File: src/rtl/tbc_pkg.sv
// Purpose: Constants for the timer-b counter block.
// Assumes: Byte-wide register port, one system clock.
// Notes: Register offsets are local to this block.
package tbc_pkg;
	// ----------------------------------------
	// Register offsets
	// ----------------------------------------
	localparam logic [2:0] TBC_ADDR_CONTROL = 3'h0;
	localparam logic [2:0] TBC_ADDR_COUNT_LOW = 3'h1;
	localparam logic [2:0] TBC_ADDR_COUNT_HIGH = 3'h2;
	localparam logic [2:0] TBC_ADDR_FLAGS_TWO = 3'h3;
	localparam logic [2:0] TBC_ADDR_ENABLES_TWO = 3'h4;
	localparam logic [2:0] TBC_ADDR_PRIORITIES_TWO = 3'h5;
	localparam logic [2:0] TBC_ADDR_COMPANION_CTRL = 3'h6;

	// ----------------------------------------
	// Control field positions
	// ----------------------------------------
	localparam int TBC_BIT_WIDE_ACCESS = 7;
	localparam int TBC_BIT_CAPSEL_HI = 6;
	localparam int TBC_BIT_PRESCALE_HI = 5;
	localparam int TBC_BIT_PRESCALE_LO = 4;
	localparam int TBC_BIT_CAPSEL_LO = 3;
	localparam int TBC_BIT_SYNC_DISABLE = 2;
	localparam int TBC_BIT_CLOCK_SOURCE = 1;
	localparam int TBC_BIT_COUNTER_RUN = 0;
	localparam int TBC_BIT_OVERFLOW = 1;
	localparam int TBC_BIT_LP_OSC_ENABLE = 3;

	// ----------------------------------------
	// Reset values and masks
	// ----------------------------------------
	localparam logic [7:0] TBC_CONTROL_RESET = 8'h00;
	localparam logic [7:0] TBC_FLAGS_RESET = 8'h00;
	localparam logic [7:0] TBC_ENABLES_RESET = 8'h00;
	localparam logic [7:0] TBC_PRIORITIES_RESET = 8'h00;
	localparam logic [7:0] TBC_COMPANION_RESET = 8'h00;
	localparam logic [7:0] TBC_CONTROL_MASK = 8'hFF;
	localparam logic [7:0] TBC_BIT1_MASK = 8'h02;
	localparam logic [7:0] TBC_COMPANION_MASK = 8'h08;
	localparam logic [3:0] TBC_MODE_SPECIAL_EVENT = 4'hB;
	localparam logic [15:0] TBC_COUNT_MAX = 16'hFFFF;

	// ----------------------------------------
	// Timing: instruction clock is a quarter of the system clock
	// ----------------------------------------
	localparam int TBC_INSTR_CLK_DIV = 4;
	localparam logic [1:0] TBC_INSTR_DIV_LAST = 2'(TBC_INSTR_CLK_DIV - 1);

	// ----------------------------------------
	// Prescale codes
	// ----------------------------------------
	localparam logic [1:0] TBC_PRESCALE_1 = 2'h0;
	localparam logic [1:0] TBC_PRESCALE_2 = 2'h1;
	localparam logic [1:0] TBC_PRESCALE_4 = 2'h2;
	localparam logic [1:0] TBC_PRESCALE_8 = 2'h3;
endpackage : tbc_pkg

File: src/rtl/tbc_timer.sv
// Purpose: 16-bit timer/counter with prescaler, overflow flag and capture timer routing.
// Assumes: Register port with read data one cycle after the read strobe.
// Notes: The block clock is the oscillator clock; the internal count rate is a quarter of it.
//   The count has no reset of its own and reads unknown until software writes it.
//   Unsynchronized external counting trades read coherence for edge latency.
//
// Notes on behaviour
// - Wide-access bit off: bytes accessed independently
// - Capture select routes timers to units
// - Prescale field divides by 1,2,4,8
// - External source: sync bit bypasses synchronizer
// - Internal source ignores sync-disable bit
// - External source counts rising input edges
// - Internal source counts at oscillator/4
// - Counts only while run bit set
// - Count wraps FFFFh to 0000h, sets flag
// - Interrupt request gated by enable bit
// - Low-power oscillator gated by companion enable
// - Special event trigger clears the count
// - Trigger clear never sets overflow flag
// - Count write beats simultaneous trigger
// - Unit one compare value acts as period
// - Count bytes survive non-power resets
// - Control register cleared on power reset
`timescale 1ns/1ps

module tbc_timer
	import tbc_pkg::*;
(
	input wire logic core_clk,
	input wire logic nrst,
	input wire logic power_rst_n,
	input wire logic [2:0] reg_addr,
	input wire logic [7:0] reg_wdata,
	input wire logic reg_wr,
	input wire logic reg_rd,
	output logic [7:0] reg_rdata,
	input wire logic ext_clk_in,
	input wire logic lp_osc_clk,
	input wire logic [3:0] unit_one_mode_field,
	input wire logic special_event_trig,
	output logic lp_osc_run,
	output logic unit_one_uses_this_timer,
	output logic unit_two_uses_this_timer,
	output logic [15:0] count_value,
	output logic overflow_irq,
	output logic overflow_irq_priority
);

	// ----------------------------------------
	// Register storage
	// ----------------------------------------
	logic [7:0] control_r;
	logic [7:0] flags_r;
	logic [7:0] enables_r;
	logic [7:0] priorities_r;
	logic [7:0] companion_r;
	logic [15:0] count_r;
	logic [7:0] high_read_buf_r;
	logic [7:0] high_write_buf_r;
	logic [7:0] reg_rdata_r;
	logic [1:0] instr_div_r;
	logic [2:0] prescale_cnt_r;
	logic ext_sync1_r;
	logic ext_sync2_r;
	logic ext_prev_r;

	logic wide_access;
	logic [1:0] capture_select;
	logic [1:0] prescale_select;
	logic ext_sync_disable;
	logic clock_source_select;
	logic counter_run;
	logic overflow_flag;
	logic overflow_irq_enable;
	logic low_power_osc_enable;

	// ----------------------------------------
	// Control fields
	// ----------------------------------------
	assign wide_access = control_r[TBC_BIT_WIDE_ACCESS];
	assign capture_select = {control_r[TBC_BIT_CAPSEL_HI], control_r[TBC_BIT_CAPSEL_LO]};
	assign prescale_select = control_r[TBC_BIT_PRESCALE_HI:TBC_BIT_PRESCALE_LO];
	assign ext_sync_disable = control_r[TBC_BIT_SYNC_DISABLE];
	assign clock_source_select = control_r[TBC_BIT_CLOCK_SOURCE];
	assign counter_run = control_r[TBC_BIT_COUNTER_RUN];
	assign overflow_flag = flags_r[TBC_BIT_OVERFLOW];
	assign overflow_irq_enable = enables_r[TBC_BIT_OVERFLOW];
	assign low_power_osc_enable = companion_r[TBC_BIT_LP_OSC_ENABLE];

	// ----------------------------------------
	// Functions
	// ----------------------------------------
	function automatic logic [2:0] tbc_prescale_last(input logic [1:0] code);
		case (code)
			TBC_PRESCALE_8: tbc_prescale_last = 3'h7;
			TBC_PRESCALE_4: tbc_prescale_last = 3'h3;
			TBC_PRESCALE_2: tbc_prescale_last = 3'h1;
			default: tbc_prescale_last = 3'h0;
		endcase
	endfunction : tbc_prescale_last

	function automatic logic tbc_hit(input logic [2:0] addr, input logic [2:0] target, input logic stb);
		tbc_hit = stb && (addr == target);
	endfunction : tbc_hit

	// ----------------------------------------
	// Strobe decode
	// ----------------------------------------
	logic wr_control;
	logic wr_low;
	logic wr_high;
	logic wr_flags;
	logic wr_enables;
	logic wr_priorities;
	logic wr_companion;
	logic rd_low;

	assign wr_control = tbc_hit(reg_addr, TBC_ADDR_CONTROL, reg_wr);
	assign wr_low = tbc_hit(reg_addr, TBC_ADDR_COUNT_LOW, reg_wr);
	assign wr_high = tbc_hit(reg_addr, TBC_ADDR_COUNT_HIGH, reg_wr);
	assign wr_flags = tbc_hit(reg_addr, TBC_ADDR_FLAGS_TWO, reg_wr);
	assign wr_enables = tbc_hit(reg_addr, TBC_ADDR_ENABLES_TWO, reg_wr);
	assign wr_priorities = tbc_hit(reg_addr, TBC_ADDR_PRIORITIES_TWO, reg_wr);
	assign wr_companion = tbc_hit(reg_addr, TBC_ADDR_COMPANION_CTRL, reg_wr);
	assign rd_low = tbc_hit(reg_addr, TBC_ADDR_COUNT_LOW, reg_rd);

	// ----------------------------------------
	// Clock source selection
	// ----------------------------------------
	// The low-power oscillator only runs while its enable is set
	logic lp_gated;
	logic ext_source;
	assign lp_osc_run = low_power_osc_enable;
	assign lp_gated = lp_osc_clk & low_power_osc_enable;
	assign ext_source = ext_clk_in | lp_gated;

	// Two-stage synchronizer, then a third stage for edge detection
	always_ff @(posedge core_clk) begin
		if (!nrst) begin
			ext_sync1_r <= 1'b0;
			ext_sync2_r <= 1'b0;
			ext_prev_r <= 1'b0;
		end else begin
			ext_sync1_r <= ext_source;
			ext_sync2_r <= ext_sync1_r;
			ext_prev_r <= ext_sync2_r;
		end
	end

	// Unsynchronized mode samples the pin once only, so a glitch near the
	// edge may be missed or read mid-update; coherence is not promised.
	logic ext_raw_prev_r;
	always_ff @(posedge core_clk) begin
		if (!nrst) begin
			ext_raw_prev_r <= 1'b0;
		end else begin
			ext_raw_prev_r <= ext_source;
		end
	end

	logic ext_edge;
	assign ext_edge = ext_sync_disable ? (ext_source & ~ext_raw_prev_r)
		: (ext_sync2_r & ~ext_prev_r);

	// Instruction clock divider: one pulse every four system clocks
	always_ff @(posedge core_clk) begin
		if (!nrst) begin
			instr_div_r <= 2'h0;
		end else if (instr_div_r == TBC_INSTR_DIV_LAST) begin
			instr_div_r <= 2'h0;
		end else begin
			instr_div_r <= instr_div_r + 2'h1;
		end
	end

	logic instr_tick;
	logic src_tick;
	assign instr_tick = (instr_div_r == TBC_INSTR_DIV_LAST);
	// Sync-disable only matters for the external path
	assign src_tick = clock_source_select ? ext_edge : instr_tick;

	// ----------------------------------------
	// Prescaler
	// ----------------------------------------
	logic count_tick;
	assign count_tick = counter_run && src_tick
		&& (prescale_cnt_r == tbc_prescale_last(prescale_select));

	always_ff @(posedge core_clk) begin
		if (!nrst || wr_control) begin
			// Clearing on a control write avoids a stale partial count
			prescale_cnt_r <= 3'h0;
		end else if (counter_run && src_tick) begin
			if (prescale_cnt_r >= tbc_prescale_last(prescale_select)) begin
				prescale_cnt_r <= 3'h0;
			end else begin
				prescale_cnt_r <= prescale_cnt_r + 3'h1;
			end
		end
	end

	// ----------------------------------------
	// Count register
	// ----------------------------------------
	// The trigger only counts in special-event mode; unit one's compare
	// match thereby sets the period.
	logic trig_clear;
	assign trig_clear = special_event_trig
		&& (unit_one_mode_field == TBC_MODE_SPECIAL_EVENT);

	// In wide mode a high-byte write only fills the buffer and the count
	// keeps running, so it must not hold off an overflow.
	logic count_loaded;
	assign count_loaded = wr_low || (wr_high && !wide_access);
	logic overflow_event;
	assign overflow_event = count_tick && (count_r == TBC_COUNT_MAX) && !trig_clear
		&& !count_loaded;

	// Count is not cleared by the system reset; it only survives it.
	always_ff @(posedge core_clk) begin
		if (wr_low) begin
			if (wide_access) begin
				count_r <= {high_write_buf_r, reg_wdata};
			end else begin
				count_r[7:0] <= reg_wdata;
			end
		end else if (wr_high && !wide_access) begin
			count_r[15:8] <= reg_wdata;
		end else if (trig_clear) begin
			count_r <= 16'h0000;
		end else if (count_tick) begin
			count_r <= count_r + 16'h0001;
		end
	end

	always_ff @(posedge core_clk) begin
		if (wr_high) begin
			high_write_buf_r <= reg_wdata;
		end
	end

	always_ff @(posedge core_clk) begin
		if (rd_low) begin
			high_read_buf_r <= count_r[15:8];
		end
	end

	// ----------------------------------------
	// Control and interrupt registers
	// ----------------------------------------
	always_ff @(posedge core_clk) begin
		if (!power_rst_n) begin
			control_r <= TBC_CONTROL_RESET;
		end else if (wr_control) begin
			control_r <= reg_wdata & TBC_CONTROL_MASK;
		end
	end

	always_ff @(posedge core_clk) begin
		if (!nrst) begin
			companion_r <= TBC_COMPANION_RESET;
		end else if (wr_companion) begin
			companion_r <= reg_wdata & TBC_COMPANION_MASK;
		end
	end

	always_ff @(posedge core_clk) begin
		if (!nrst) begin
			flags_r <= TBC_FLAGS_RESET;
		end else if (overflow_event) begin
			flags_r[TBC_BIT_OVERFLOW] <= 1'b1;
		end else if (wr_flags) begin
			// Overflow wins over a same-cycle software write
			flags_r <= reg_wdata & TBC_BIT1_MASK;
		end
	end

	always_ff @(posedge core_clk) begin
		if (!nrst) begin
			enables_r <= TBC_ENABLES_RESET;
			priorities_r <= TBC_PRIORITIES_RESET;
		end else begin
			if (wr_enables) begin
				enables_r <= reg_wdata & TBC_BIT1_MASK;
			end
			if (wr_priorities) begin
				priorities_r <= reg_wdata & TBC_BIT1_MASK;
			end
		end
	end

	// ----------------------------------------
	// Interrupt outputs
	// ----------------------------------------
	assign overflow_irq = overflow_flag & overflow_irq_enable;
	assign overflow_irq_priority = priorities_r[TBC_BIT_OVERFLOW];

	// ----------------------------------------
	// Capture timer routing
	// ----------------------------------------
	// Code 01 leaves unit one on the other timer
	assign unit_one_uses_this_timer = capture_select[1];
	assign unit_two_uses_this_timer = capture_select[1] | capture_select[0];
	assign count_value = count_r;

	// ----------------------------------------
	// Read port
	// ----------------------------------------
	// Data stands one cycle only, so idle cycles read as zero
	always_ff @(posedge core_clk) begin
		if (!nrst) begin
			reg_rdata_r <= 8'h00;
		end else if (reg_rd) begin
			if (reg_addr == TBC_ADDR_CONTROL) begin
				reg_rdata_r <= control_r;
			end else if (reg_addr == TBC_ADDR_COUNT_LOW) begin
				reg_rdata_r <= count_r[7:0];
			end else if (reg_addr == TBC_ADDR_COUNT_HIGH) begin
				reg_rdata_r <= wide_access ? high_read_buf_r : count_r[15:8];
			end else if (reg_addr == TBC_ADDR_FLAGS_TWO) begin
				reg_rdata_r <= flags_r;
			end else if (reg_addr == TBC_ADDR_ENABLES_TWO) begin
				reg_rdata_r <= enables_r;
			end else if (reg_addr == TBC_ADDR_PRIORITIES_TWO) begin
				reg_rdata_r <= priorities_r;
			end else if (reg_addr == TBC_ADDR_COMPANION_CTRL) begin
				reg_rdata_r <= companion_r;
			end else begin
				reg_rdata_r <= 8'h00;
			end
		end else begin
			reg_rdata_r <= 8'h00;
		end
	end

	assign reg_rdata = reg_rdata_r;

endmodule : tbc_timer

File: config.mk
export PLATFORM = sky130hd
export DESIGN_NAME = tbc_timer
export DESIGN_NICKNAME = d
export VERILOG_FILES = /design/src/rtl/tbc_pkg.sv /design/src/rtl/tbc_timer.sv
export SDC_FILE = /design/constraint.sdc
export NUM_CORES = 1
export LEC_CHECK = 0
export BUFFER_PORTS_ARGS = -buffer_cell sky130_fd_sc_hd__buf_2
export CORE_MARGIN = 1.5
export CORE_UTILIZATION = 60
export DETAILED_ROUTE_END_ITERATION = 6
export PLACE_DENSITY_LB_ADDON = 0.15
export SYNTH_ARGS = -nofsm -noshare
export SYNTH_HDL_FRONTEND = slang
export SYNTH_SLANG_ARGS = --single-unit
File: constraint.sdc
create_clock -name core_clk -period 6.4 [get_ports core_clk]
set_input_delay 1.28 -clock core_clk [delete_from_list [all_inputs] [get_ports core_clk]]
set_output_delay 1.28 -clock core_clk [all_outputs]
set_load 0.005 [all_outputs]
==> qor.txt <==
Detailed-placement wirelength estimate -> 5090 um
CTS clock-pin slew for the worst setup and hold paths -> 60 ps
Initial Utilization -> 62.2%
Maximum fanout along the worst path -> 21
Placed insts -> 383
Fin crit share -> 53.3%
RSZ-0062 raised after global routing -> false
Worst path required time -> 6360 ps
GRT Total Usage -> 28.4%
Clock buffer depth -> 2
Die Ht -> 72.8 um
Synth top cells by count -> 39 x nand2_1, 32 x edfxtp_1, 28 x dfxtp_1
RD Place Congestion -> 0.880
Crit. End Element -> flop
Setup TNS -> 0 ps
YS warnings -> 0
Pre-CTS WS -> 2650 ps
Vias in the first global route -> 2092
Final Instance Area -> 3390 sq um
DRT iter0 DRCs -> 261
Yosys reg bits -> 60
Antenna diode count -> 0
Max-cap viol count -> 0
# clock sinks -> 60
Flop2flop setup slack -> 3780 ps
M1 GR Usage -> 38.4%
Cell variety after synth -> 44
Endpoint with the worst hold slack -> instr_div_r[0]
Dpl cell area -> 3210 sq um
Vias -> 2373
Mapped Area -> 2920 sq um
Num CTS Buffers -> 9
Crit path DAT -> 3370 ps
Max VDD drop -> 0.155 mV
Slew headroom -> 27.6%
Post-synth EDFFs -> 32
Type of the worst setup path -> input pin to flop
GRT Max-Usage Layer -> met2
Pins over their slew limit -> 0
Hold Vio Cnt, Final -> 0
Die X-Extent -> 72.8 um
DR pass1 iterations -> 6
ANT nets after route -> 0
Fraction of layout cells with a size suffix above 1 -> 20.6%
Worst-case clock skew -> 7.16 ps
Top cells by area, synth -> edfxtp_1 33%, dfxtp_1 19%, mux2i_1 5.5%
Max Fclk -> 293 MHz
Most frequent cell after synthesis -> nand2_1
Avg WL per Cell -> 17.6 um
Path depth of the worst reg2reg path -> 3
Area of the multi-input gates -> 1330 sq um
Synth area leader -> edfxtp_1
Hold_sp -> instr_div_r[0]
Final Power -> 0.811 mW
Antenna violations before repair -> 0
Sequential share of the synthesized area -> 52.1%
I/O Pins -> 52
Register Area -> 1520 sq um
Syn avg cell area -> 10.1 sq um
Vias per cell -> 5.95
Hold_buf cts -> 0
GR Overflow Total -> 0
Residual DRC -> 0
Worst r2r dst -> count_value[15]
Row count -> 25
Pwr per Cell Area -> 239 nW/um^2
CTS tree -> done
Final setup margin -> 2990 ps
Cell count after synthesis -> 288
Post-route minimum period -> 3410 ps
Clk_lat worst skew -> 340 ps
Area growth, synth to finish -> 16.2%
Startpoint types -> input pin
R2R Path Start -> control_r[7]
Die area -> 5290 sq um
Clock Root Buffer -> clkbuf_8
Final setup vio count -> 0
Largest net degree at the start of global routing -> 23
Core footprint -> 4690 sq um
Status -> finished clean
Non-Filler Instances -> 399
Post-CTS setup buffer count -> 0
Layout fillers -> 359
Main synth FF type -> edfxtp_1
PostCTS Resize Cnt -> 0
Syn nets -> 317
Layout Nets -> 369
WHS Path Cells -> 1
Hold Path Class -> flop to flop
GR Layer Usage met2 -> 44.2%
Synth async-reset ratio -> 0%
Met3 usage -> 4.70%
Leakage -> 1.27 nW
Final wirelength -> 7030 um
Port bufs -> 51
Worst slew pin tran -> 1080 ps
Yosys top cell area share -> 32.9%
First-pass GRT wire length -> 10900 um
# H-tree levels -> 3
per-layer routing:
layer  share of wire [%]  vias up
met5                   0        -
li1                    -     1146
met2                  47      100
met1                  45     1110
met3                 5.2       17
met4                 2.3        0
final cells by class:
| cell class | instances | share of cell area, % |
|---|---|---|
| clock buffers | 13 | 4.09 |
| clock inverters | 3 | 1.14 |
| inverters | 7 | 0.775 |
| multi-input cells | 209 | 39.2 |
| flip-flops and latches | 60 | 44.9 |
| well taps | 54 | 1.99 |
| repair buffers | 53 | 7.97 |
placed cells by master (no fill, tap or decap), drive strengths merged, types with 2 or more instances in the layout:
cell	count
nor3b	2
nand4b	2
o22a	5
nor2	18
edfxtp	32
or3	2
clkbuf	13
xnor2	6
xor2	8
a22oi	8
o31ai	3
or2	4
and2	3
o21ai	19
a21oi	10
mux2i	16
dfxtp	28
inv	7
buf	53
nand2b	4
nor4	4
a21boi	8
a31oi	2
nor3	4
clkinv	2
nor2b	8
nand4	5
nor4bb	2
nand2	39
nand3	11
ha	6
registers in the layout, summed over array words and instances, names as in the netlist, 2 cells and up:
| signal | count |
|---|---|
| control_r | 8 |
| count_value | 16 |
| high_read_buf_r | 8 |
| high_write_buf_r | 8 |
| instr_div_r | 2 |
| prescale_cnt_r | 3 |
| reg_rdata | 8 |
cell families (layout without fill, tap and decap cells):
| family | count (synthesis) | in the layout | synth area share [%] |
|---|---|---|---|
| AND/OR/NAND/NOR | 112 | 112 | 19.4 |
| adder cells (fa/ha/maj) | 6 | 6 | 2.57 |
| buffers and inverters | 19 | 76 | 2.53 |
| XOR/XNOR | 14 | 14 | 4.20 |
| AO/OA/AOI/OAI | 60 | 60 | 13.3 |
| flip-flops | 60 | 60 | 52.1 |
| multiplexers | 17 | 17 | 5.87 |
worst max-delay path by stage:
stage               slack [ps]  cells past startpoint                  to   startpoint
global placement          2810                      5     count_value[10]  reg_addr[0]
finish                    2990                      5     count_value[15]  reg_addr[0]
floorplan                 3310                      3  high_read_buf_r[0]  reg_addr[0]
detailed placement        2650                      5     count_value[13]  reg_addr[0]
CTS                       3020                      5     count_value[15]  reg_addr[0]
global route              2790                      5     count_value[15]  reg_addr[0]
power by group:
group          switching, mW  internal, mW  total, mW
sequential            0.0109         0.419      0.430
combinational         0.0383        0.0280     0.0664
clock                  0.137         0.178      0.315
metrics by stage:
step	utilization, %	hold WS, ps
final	72.3	445
after global routing	72.3	457
after CTS	72.3	439
after detailed placement	68.5	430
after global placement	68.5	415
after floorplan	-	405
critical path, cell delays in order:
cell and delay, ps:
buf_2 220, nand2b_1 210, nor3_1 870, nor2_1 110, a21oi_1 680
Note: power is estimated with default switching activity, not from simulation.
